**src/pmcd_pkg.sv**
```systemverilog
// Package for the pin mux and cable diagnostic register bank.
// Assumes a 16-bit management register port driven by the device core.
`default_nettype none
package pmcd_pkg;
  // Register addresses: the main bank and the coding sublayer space
  localparam logic [15:0] PMCD_ADDR_PIN_SEL = 16'h0172;
  localparam logic [15:0] PMCD_ADDR_REFL_CFG = 16'h0180;
  localparam logic [15:0] PMCD_ADDR_DIAG_CTRL = 16'h01a7;
  localparam logic [15:0] PMCD_ADDR_PCS_CTRL = 16'h0000;
  // Pin select field layout
  localparam int PMCD_PIN1_LSB = 4;
  localparam int PMCD_PIN0_LSB = 0;
  localparam logic [3:0] PMCD_PIN_RST = 4'h0;
  // Pin source codes
  localparam logic [3:0] PMCD_SRC_DEFAULT = 4'h0;
  localparam logic [3:0] PMCD_SRC_TX_SFD = 4'h1;
  localparam logic [3:0] PMCD_SRC_RX_SFD = 4'h2;
  localparam logic [3:0] PMCD_SRC_WOL = 4'h3;
  localparam logic [3:0] PMCD_SRC_ENERGY = 4'h4;
  localparam logic [3:0] PMCD_SRC_LED3 = 4'h6;
  localparam logic [3:0] PMCD_SRC_PRBS = 4'h7;
  localparam logic [3:0] PMCD_SRC_LOW = 4'h8;
  localparam logic [3:0] PMCD_SRC_HIGH = 4'h9;
  // Reflectometry configuration layout
  localparam int PMCD_BYP_BIT = 12;
  localparam int PMCD_XDIS_BIT = 11;
  localparam int PMCD_NLP_BIT = 10;
  localparam int PMCD_AVG_LSB = 7;
  localparam int PMCD_SEG_LSB = 4;
  localparam int PMCD_CYC_LSB = 0;
  localparam logic [2:0] PMCD_AVG_RSVD = 3'h7;
  localparam logic PMCD_NLP_RST = 1'b1;
  localparam logic [2:0] PMCD_AVG_RST = 3'h6;
  localparam logic [2:0] PMCD_SEG_RST = 3'h5;
  localparam logic [3:0] PMCD_CYC_RST = 4'h2;
  // Cable diagnostic control layout
  localparam int PMCD_RES_LSB = 8;
  localparam int PMCD_DONE_BIT = 5;
  localparam int PMCD_CLR_BIT = 4;
  // Coding sublayer control layout
  localparam int PMCD_PCS_RST_BIT = 15;
endpackage
`default_nettype wire

```
**src/pmcd_regs.sv**
```systemverilog
// Pin source mux, reflectometry config and diagnostic control registers.
// Assumes core-clocked management strobes, one cycle wide per access.
// Event and status sources are levels already on the core clock, so
// they feed the pin mux with no synchroniser.
// Functional notes
// - Pin 1 source from bits 7:4, collision default
// - Pin 0 source from bits 3:0, rx error default
// - Select codes route listed event sources
// - Code 0100 gives energy detect, fast speeds
// - Bit 12 skips channels C and D
// - Bit 11 listens only on transmit channel
// - Bit 10 checks link pulses, resets one
// - Bits 9:7 averaging count, reset 110
// - Averaging code 111 ignored, old value kept
// - Bits 6:4 segment count, reset 101
// - Bits 3:0 cycle time us, reset 010
// - Done bit 5, result byte 15:8
// - Clear bit 4 resets diagnostic results
// - Coding_sublayer_reset bit resets both register sets
// - Coding_sublayer_reset also triggers soft reset
`default_nettype none
module pmcd_regs
  import pmcd_pkg::*;
(
  input wire logic ref_clk_in, // Core clock, 100 MHz
  input wire logic rst_in, // Async reset, active high
  input wire logic wr_en_in, // Main space write strobe
  input wire logic rd_en_in, // Main space read strobe
  input wire logic mmd3_wr_en_in, // Coding sublayer space write strobe
  input wire logic mmd3_rd_en_in, // Coding sublayer space read strobe
  input wire logic [15:0] addr_in, // Register address
  input wire logic [15:0] wdata_in, // Write data
  output logic [15:0] rdata_out, // Read data, registered
  input wire logic col_in, // Collision indication
  input wire logic rx_err_in, // Receive error indication
  input wire logic tx_sfd_in, // Transmit SFD timestamp event
  input wire logic rx_sfd_in, // Receive SFD event
  input wire logic wake_on_lan_event_in, // Wake-on-LAN event
  input wire logic energy_det_in, // Energy detect
  input wire logic fast_speed_in, // Link at 1000BASE-T or 100BASE-TX
  input wire logic third_led_output_in, // Third LED state
  input wire logic prbs_err_in, // PRBS error or loss of sync
  input wire logic diag_done_in, // Diagnostic finished pulse
  input wire logic [7:0] diag_result_in, // Result captured with done
  output logic gpio1_out, // General-purpose pin 1
  output logic gpio0_out, // General-purpose pin 0
  output logic refl_upper_channel_bypass_out, // Skip channels C and D
  output logic refl_cross_listen_disable_out, // Listen on tx channel only
  output logic refl_link_pulse_check_out, // Check link pulses in silence
  output logic [2:0] refl_average_count_out, // Averaging code
  output logic [2:0] refl_segment_count_out, // Segment count
  output logic [3:0] refl_cycle_duration_out, // Cycle time in us
  output logic link_diag_clear_out, // One-cycle results clear pulse
  output logic coding_sublayer_reset_out, // One-cycle MMD3/MMD7 reset
  output logic soft_reset_out // One-cycle basic control soft reset
);

  // Stored fields, decoded strobes and register images
  logic [3:0] pin1_sel_q;
  logic [3:0] pin0_sel_q;
  logic [7:0] link_diag_result_q;
  logic link_diag_done_q;
  logic clr_pend_q;
  logic pcs_pend_q;
  logic wr_pin;
  logic wr_refl;
  logic wr_diag;
  logic wr_pcs;
  logic [15:0] rdata_d;
  logic [1:0][3:0] pin_sel;
  logic [1:0] pin_dflt;
  wire logic [1:0] pin_d;
  logic [15:0] pin_img;
  logic [15:0] refl_img;
  logic [15:0] diag_img;
  logic [15:0] pcs_img;
  logic clr_req;
  logic pcs_req;

  // Address decode per space
  assign wr_pin = wr_en_in && (addr_in == PMCD_ADDR_PIN_SEL);
  assign wr_refl = wr_en_in && (addr_in == PMCD_ADDR_REFL_CFG);
  assign wr_diag = wr_en_in && (addr_in == PMCD_ADDR_DIAG_CTRL);
  assign wr_pcs = mmd3_wr_en_in && (addr_in == PMCD_ADDR_PCS_CTRL);

  // Self-clearing requests carried by the data word
  assign clr_req = wr_diag && wdata_in[PMCD_CLR_BIT];
  assign pcs_req = wr_pcs && wdata_in[PMCD_PCS_RST_BIT];

  // Pin select fields
  always_ff @(posedge ref_clk_in or posedge rst_in)
  begin
    if (rst_in)
    begin
      pin1_sel_q <= PMCD_PIN_RST;
      pin0_sel_q <= PMCD_PIN_RST;
    end
    else if (wr_pin)
    begin
      pin1_sel_q <= wdata_in[PMCD_PIN1_LSB +: 4];
      pin0_sel_q <= wdata_in[PMCD_PIN0_LSB +: 4];
    end
  end

  // Per-pin view of the select fields and their default sources
  assign pin_sel = {pin1_sel_q, pin0_sel_q};
  assign pin_dflt = {col_in, rx_err_in};

  // Source mux per pin. A process rather than a function call, so a
  // change on any source re-evaluates it; reserved codes drive low.
  for (genvar g = 0; g < 2; g++)
  begin : g_pin
    logic src_v;
    always_comb
    begin
      src_v = 1'b0;
      case (pin_sel[g])
        PMCD_SRC_DEFAULT: src_v = pin_dflt[g];
        PMCD_SRC_TX_SFD: src_v = tx_sfd_in;
        PMCD_SRC_RX_SFD: src_v = rx_sfd_in;
        PMCD_SRC_WOL: src_v = wake_on_lan_event_in;
        // Energy detect means nothing at the slow speed
        PMCD_SRC_ENERGY: src_v = energy_det_in && fast_speed_in;
        PMCD_SRC_LED3: src_v = third_led_output_in;
        PMCD_SRC_PRBS: src_v = prbs_err_in;
        PMCD_SRC_LOW: src_v = 1'b0;
        PMCD_SRC_HIGH: src_v = 1'b1;
        default: src_v = 1'b0;
      endcase
    end
    assign pin_d[g] = src_v;
  end

  // Pins registered so outputs come from flops; this costs one cycle
  // from source to pin, which event users must allow for
  always_ff @(posedge ref_clk_in or posedge rst_in)
  begin
    if (rst_in)
    begin
      gpio1_out <= 1'b0;
      gpio0_out <= 1'b0;
    end
    else
    begin
      gpio1_out <= pin_d[1];
      gpio0_out <= pin_d[0];
    end
  end

  // Reflectometry configuration; coding sublayer reset leaves it alone,
  // as these fields sit outside the sublayer register sets
  always_ff @(posedge ref_clk_in or posedge rst_in)
  begin
    if (rst_in)
    begin
      refl_upper_channel_bypass_out <= 1'b0;
      refl_cross_listen_disable_out <= 1'b0;
      refl_link_pulse_check_out <= PMCD_NLP_RST;
      refl_average_count_out <= PMCD_AVG_RST;
      refl_segment_count_out <= PMCD_SEG_RST;
      refl_cycle_duration_out <= PMCD_CYC_RST;
    end
    else if (wr_refl)
    begin
      refl_upper_channel_bypass_out <= wdata_in[PMCD_BYP_BIT];
      refl_cross_listen_disable_out <= wdata_in[PMCD_XDIS_BIT];
      refl_link_pulse_check_out <= wdata_in[PMCD_NLP_BIT];
      // Reserved code leaves the previous value in place
      if (wdata_in[PMCD_AVG_LSB +: 3] != PMCD_AVG_RSVD)
      begin
        refl_average_count_out <= wdata_in[PMCD_AVG_LSB +: 3];
      end
      refl_segment_count_out <= wdata_in[PMCD_SEG_LSB +: 3];
      refl_cycle_duration_out <= wdata_in[PMCD_CYC_LSB +: 4];
    end
  end

  // Diagnostic result and done; a finish in the clear cycle wins,
  // so a completed run is never lost to a late clear
  always_ff @(posedge ref_clk_in or posedge rst_in)
  begin
    if (rst_in)
    begin
      link_diag_result_q <= 8'h00;
      link_diag_done_q <= 1'b0;
    end
    else if (diag_done_in)
    begin
      link_diag_result_q <= diag_result_in;
      link_diag_done_q <= 1'b1;
    end
    else if (clr_req)
    begin
      link_diag_result_q <= 8'h00;
      link_diag_done_q <= 1'b0;
    end
  end

  // Results clear: pulse to the diagnostic engine, readable for a cycle
  always_ff @(posedge ref_clk_in or posedge rst_in)
  begin
    if (rst_in)
    begin
      clr_pend_q <= 1'b0;
      link_diag_clear_out <= 1'b0;
    end
    else
    begin
      clr_pend_q <= clr_req;
      link_diag_clear_out <= clr_req;
    end
  end

  // Sublayer reset chain; the soft reset trails by a cycle so the
  // register sets are back at defaults before the core restarts
  always_ff @(posedge ref_clk_in or posedge rst_in)
  begin
    if (rst_in)
    begin
      pcs_pend_q <= 1'b0;
      coding_sublayer_reset_out <= 1'b0;
      soft_reset_out <= 1'b0;
    end
    else
    begin
      pcs_pend_q <= pcs_req;
      coding_sublayer_reset_out <= pcs_req;
      soft_reset_out <= coding_sublayer_reset_out;
    end
  end

  // Pin select image; upper byte reserved, reads zero
  always_comb
  begin
    pin_img = 16'h0000;
    pin_img[PMCD_PIN1_LSB +: 4] = pin1_sel_q;
    pin_img[PMCD_PIN0_LSB +: 4] = pin0_sel_q;
  end

  // Reflectometry image; code 111 never lands, so never reads back
  always_comb
  begin
    refl_img = 16'h0000;
    refl_img[PMCD_BYP_BIT] = refl_upper_channel_bypass_out;
    refl_img[PMCD_XDIS_BIT] = refl_cross_listen_disable_out;
    refl_img[PMCD_NLP_BIT] = refl_link_pulse_check_out;
    refl_img[PMCD_AVG_LSB +: 3] = refl_average_count_out;
    refl_img[PMCD_SEG_LSB +: 3] = refl_segment_count_out;
    refl_img[PMCD_CYC_LSB +: 4] = refl_cycle_duration_out;
  end

  // Diagnostic image; the clear bit shows 1 for one cycle only
  always_comb
  begin
    diag_img = 16'h0000;
    diag_img[PMCD_RES_LSB +: 8] = link_diag_result_q;
    diag_img[PMCD_DONE_BIT] = link_diag_done_q;
    diag_img[PMCD_CLR_BIT] = clr_pend_q;
  end

  // Sublayer control image; only the self-clearing reset bit is live
  always_comb
  begin
    pcs_img = 16'h0000;
    pcs_img[PMCD_PCS_RST_BIT] = pcs_pend_q;
  end

  // Read mux per space; unmapped addresses read zero. The main space
  // wins if both strobes come together, which software never does.
  always_comb
  begin
    rdata_d = 16'h0000;
    if (rd_en_in)
    begin
      case (addr_in)
        PMCD_ADDR_PIN_SEL: rdata_d = pin_img;
        PMCD_ADDR_REFL_CFG: rdata_d = refl_img;
        PMCD_ADDR_DIAG_CTRL: rdata_d = diag_img;
        default: rdata_d = 16'h0000;
      endcase
    end
    else if (mmd3_rd_en_in && (addr_in == PMCD_ADDR_PCS_CTRL))
    begin
      rdata_d = pcs_img;
    end
  end

  // Read data held until the next read
  always_ff @(posedge ref_clk_in or posedge rst_in)
  begin
    if (rst_in)
    begin
      rdata_out <= 16'h0000;
    end
    else if (rd_en_in || mmd3_rd_en_in)
    begin
      rdata_out <= rdata_d;
    end
  end

endmodule
`default_nettype wire

```
**config.mk**
```make
export PLATFORM = sky130hd
export DESIGN_NAME = pmcd_regs
export DESIGN_NICKNAME = d
export VERILOG_FILES = /design/src/pmcd_pkg.sv /design/src/pmcd_regs.sv
export SDC_FILE = /design/constraint.sdc
export NUM_CORES = 1
export LEC_CHECK = 0
export BUFFER_PORTS_ARGS = -buffer_cell sky130_fd_sc_hd__buf_4
export CAP_MARGIN = 20
export CORE_ASPECT_RATIO = 1.2
export CORE_MARGIN = 1.5
export CORE_UTILIZATION = 50
export CTS_BUF_LIST = sky130_fd_sc_hd__clkbuf_8
export CTS_CLUSTER_SIZE = 12
export DETAILED_ROUTE_END_ITERATION = 8
export GPL_ROUTABILITY_DRIVEN = 0
export HOLD_SLACK_MARGIN = 0.05
export PLACE_DENSITY = 0.84
export SLEW_MARGIN = 0
export SYNTH_ARGS = -nofsm -noshare
export SYNTH_HDL_FRONTEND = slang
export SYNTH_SLANG_ARGS = --single-unit
export TNS_END_PERCENT = 1
```
**constraint.sdc**
```tcl
create_clock -name ref_clk_in -period 1.8 [get_ports ref_clk_in]
set_clock_uncertainty 0.2 [all_clocks]
set_input_delay 0.18 -clock ref_clk_in [delete_from_list [all_inputs] [get_ports ref_clk_in]]
set_output_delay 0.18 -clock ref_clk_in [all_outputs]
set_load 0.02 [all_outputs]
```
==> summary.md <==
| Metric | Value |
|---|---|
| Status | `finished clean` |
| Via/cell ratio | `5.40` |
| Hold_sp | `addr_in[3]` |
| Cells after Synth | `211` |
| Site row count | `27` |
| TritonCTS clock tree | `done` |
| Syn nets | `267` |
| TritonCTS Sinks | `51` |
| # fillers | `297` |
| Startpoint Class | `primary input` |
| Core ar. | `4530 µm²` |
| CTS root buffer | `clkbuf_8` |
| Number of global-route vias before repair | `2402` |
| DRC viols | `0` |
| Share of layout cells above drive strength 1 | `41.6%` |
| First-pass GRT wire length | `11000 µm` |
| Worst min path class | `in -> reg` |
| Crit. Startpoint | `diag_done_in` |
| CP Data Required Time | `1.79 ns` |
| Port buffer count | `87` |
| Post-layout util | `79.9%` |
| Syn_area_per_cell | `11.0 µm²` |
| Number of enable flip-flop cells after synthesis | `0` |
| Synth Flop Type | `dfrtp_1` |
| Die Y | `77.8 µm` |
| Post-layout instance area | `3610 µm²` |
| Finish-stage setup viols | `0` |
| Commonest cells after routing, fill and taps aside | `buf_4, dfrtp_1, nand2_1, dlygate4sd3_1, o21ai_0` |
| # hold bufs at CTS | `36` |
| # diodes | `0` |
| Pwr per Cell Area | `596 nW/µm²` |
| Setup CP Type | `in -> reg` |
| Worst-Skew Late Latency | `0.31 ns` |
| Post-synth ARST share | `100%` |
| Initial antenna violation count | `0` |
| Register area share after synthesis | `55.1%` |
| Routed WL per cell | `16.2 µm` |
| Mapped Area | `2330 µm²` |
| Commonest non-fill, non-tap cell in the layout | `buf_4` |
| H-tree levels | `2` |
| Final Hold Viols | `0` |
| Final min period | `1.66 ns` |
| Post-DP HPWL | `4480 µm` |
| CP arrival | `1.64 ns` |
| Placed Area | `3160 µm²` |
| Worst flop-to-flop path startpoint | `pin1_sel_q[0]` |
| Total GRT Usage | `28.7%` |
| Pre-antenna DRT Iters | `5` |
| Antenna-violating nets left | `0` |
| Netlist cell types | `35` |
| Tcrit/Tclk final | `92.0%` |
| Yosys reg bits | `51` |
| Worst Max-Slew Pin Slew | `0.469 ns` |
| Vias | `2210` |
| Grt total ovfl | `0` |
| Worst setup EP type | `flip-flop` |
| Largest net degree at the start of global routing | `24` |
| CTS Buf Count | `5` |
| Warnings from Yosys | `0` |
| Detailed Route WL | `6630 µm` |
| Fmax | `0.604 GHz` |
| Area growth syn-to-layout | `55.2%` |
| # nets final | `406` |
| RSZ-0062 raised after global routing | `no` |
| Post-CTS Setup Bufs | `0` |
| Fin. max-slew vios | `0` |
| Clock Tree Buf Depth | `2` |
| Die area | `5080 µm²` |
| Peak supply drop | `0.000525 V` |
| Ports | `90` |
| Slew HR | `68.7%` |
| Iteration-0 DRC Markers | `85` |
| Die span in x | `65.3 µm` |
| Max cap viols | `0` |
| Starting density of the core | `51.5%` |
| Post-CTS resize count | `0` |
| Clock transition at path regs | `0.10 ns` |
| Crit-path max FO | `17` |
| Leak | `1.80 nW` |
[through the flow]
stage / setup WS [ns] / total power [mW] / cells / hold WS [ns] / TNS (ns)
2_1_floorplan: 0.00984 / 1.26 / 211 / 0.0872 / 0
3_3_place_gp: -0.118 / 1.40 / 365 / 0.0184 / -2.33
3_5_place_dp: -0.136 / 1.41 / 365 / 0.0211 / -3.12
4_1_cts: 0.187 / 2.17 / 409 / 0.0541 / 0
5_1_grt: 0.0195 / 2.24 / 409 / 0.0958 / 0
6_report: 0.144 / 2.15 / 409 / 0.0577 / 0
[state kept, by name (all words and copies together), names as in the netlist]
register / cells
clr_pend_q: 1
gpio0_out: 1
gpio1_out: 1
link_diag_done_q: 1
link_diag_result_q: 8
pcs_pend_q: 1
pin0_sel_q: 4
pin1_sel_q: 4
rdata_out: 16
refl_average_count_out: 3
refl_cross_listen_disable_out: 1
refl_cycle_duration_out: 4
refl_link_pulse_check_out: 1
refl_segment_count_out: 3
refl_upper_channel_bypass_out: 1
soft_reset_out: 1
[per-layer routing]
layer	GRT usage (%)	wire length, µm
met4	12.7	207
met2	50.2	3520
met1	33.2	2490
met5	0	0
met3	6.38	400
[worst max-delay path: stages]
cell and delay [ns]:
dlygate4sd3_1 0.54, buf_4 0.19, nand2_1 0.08, dlygate4sd3_1 0.55, o21ai_0 0.10
[synth_stat cells, types with 3 or more instances]
master,instances,share of area (%)
dfrtp_1,45,48
nand2_1,44,7.1
o21ai_0,15,3.2
mux2_2,14,6.8
a22oi_1,13,4.2
nor2_1,10,1.6
a21oi_1,6,1.3
dfstp_2,6,6.8
nand4_1,6,1.6
nor3_1,5,1.1
clkbuf_1,4,0.64
mux2_4,4,2.6
and3_1,3,0.81
and4_1,3,1.1
inv_1,3,0.48
o21ba_2,3,1.3
[final timing paths]
kind / end / slack [ns] / cells past startpoint
worst min register to register: soft_reset_out / 0.23 / 0
max in group asynchronous: refl_cycle_duration_out[1] / 0.61 / 4
worst max register to register: gpio1_out / 0.26 / 3
min in group asynchronous: link_diag_done_q / 0.24 / 3
worst max-delay path: link_diag_result_q[1] / 0.14 / 5
worst min-delay path: rdata_out[5] / 0.06 / 4
[report_power, final]
group	internal (mW)	switching [mW]	leakage, nW
registers	1.16	0.00943	0.667
clock network	0.314	0.382	0.0474
logic	0.166	0.118	1.08
total	1.64	0.510	1.80
[final cells by class]
class,count,area (µm²),area share (%)
clock inverter,2,16.3,0.450
sequential,51,1280,35.5
timing repair buffer,140,1150,31.9
clock buffer,6,82.6,2.28
tap,58,72.6,2.01
inverter,3,11.3,0.312
multi-input combinational,149,995,27.5
[kinds of logic (layout without fill, tap and decap cells)]
kind of cell,count (synthesis),count (layout),synth area share [%]
and+or+nand+nor,84,84,18.5
muxes,22,22,12.1
AOI/OAI and AO/OA,43,43,12.0
DFF,51,51,55.1
buffers and inverters,11,151,2.20
Power figures use the tool's default switching activity.
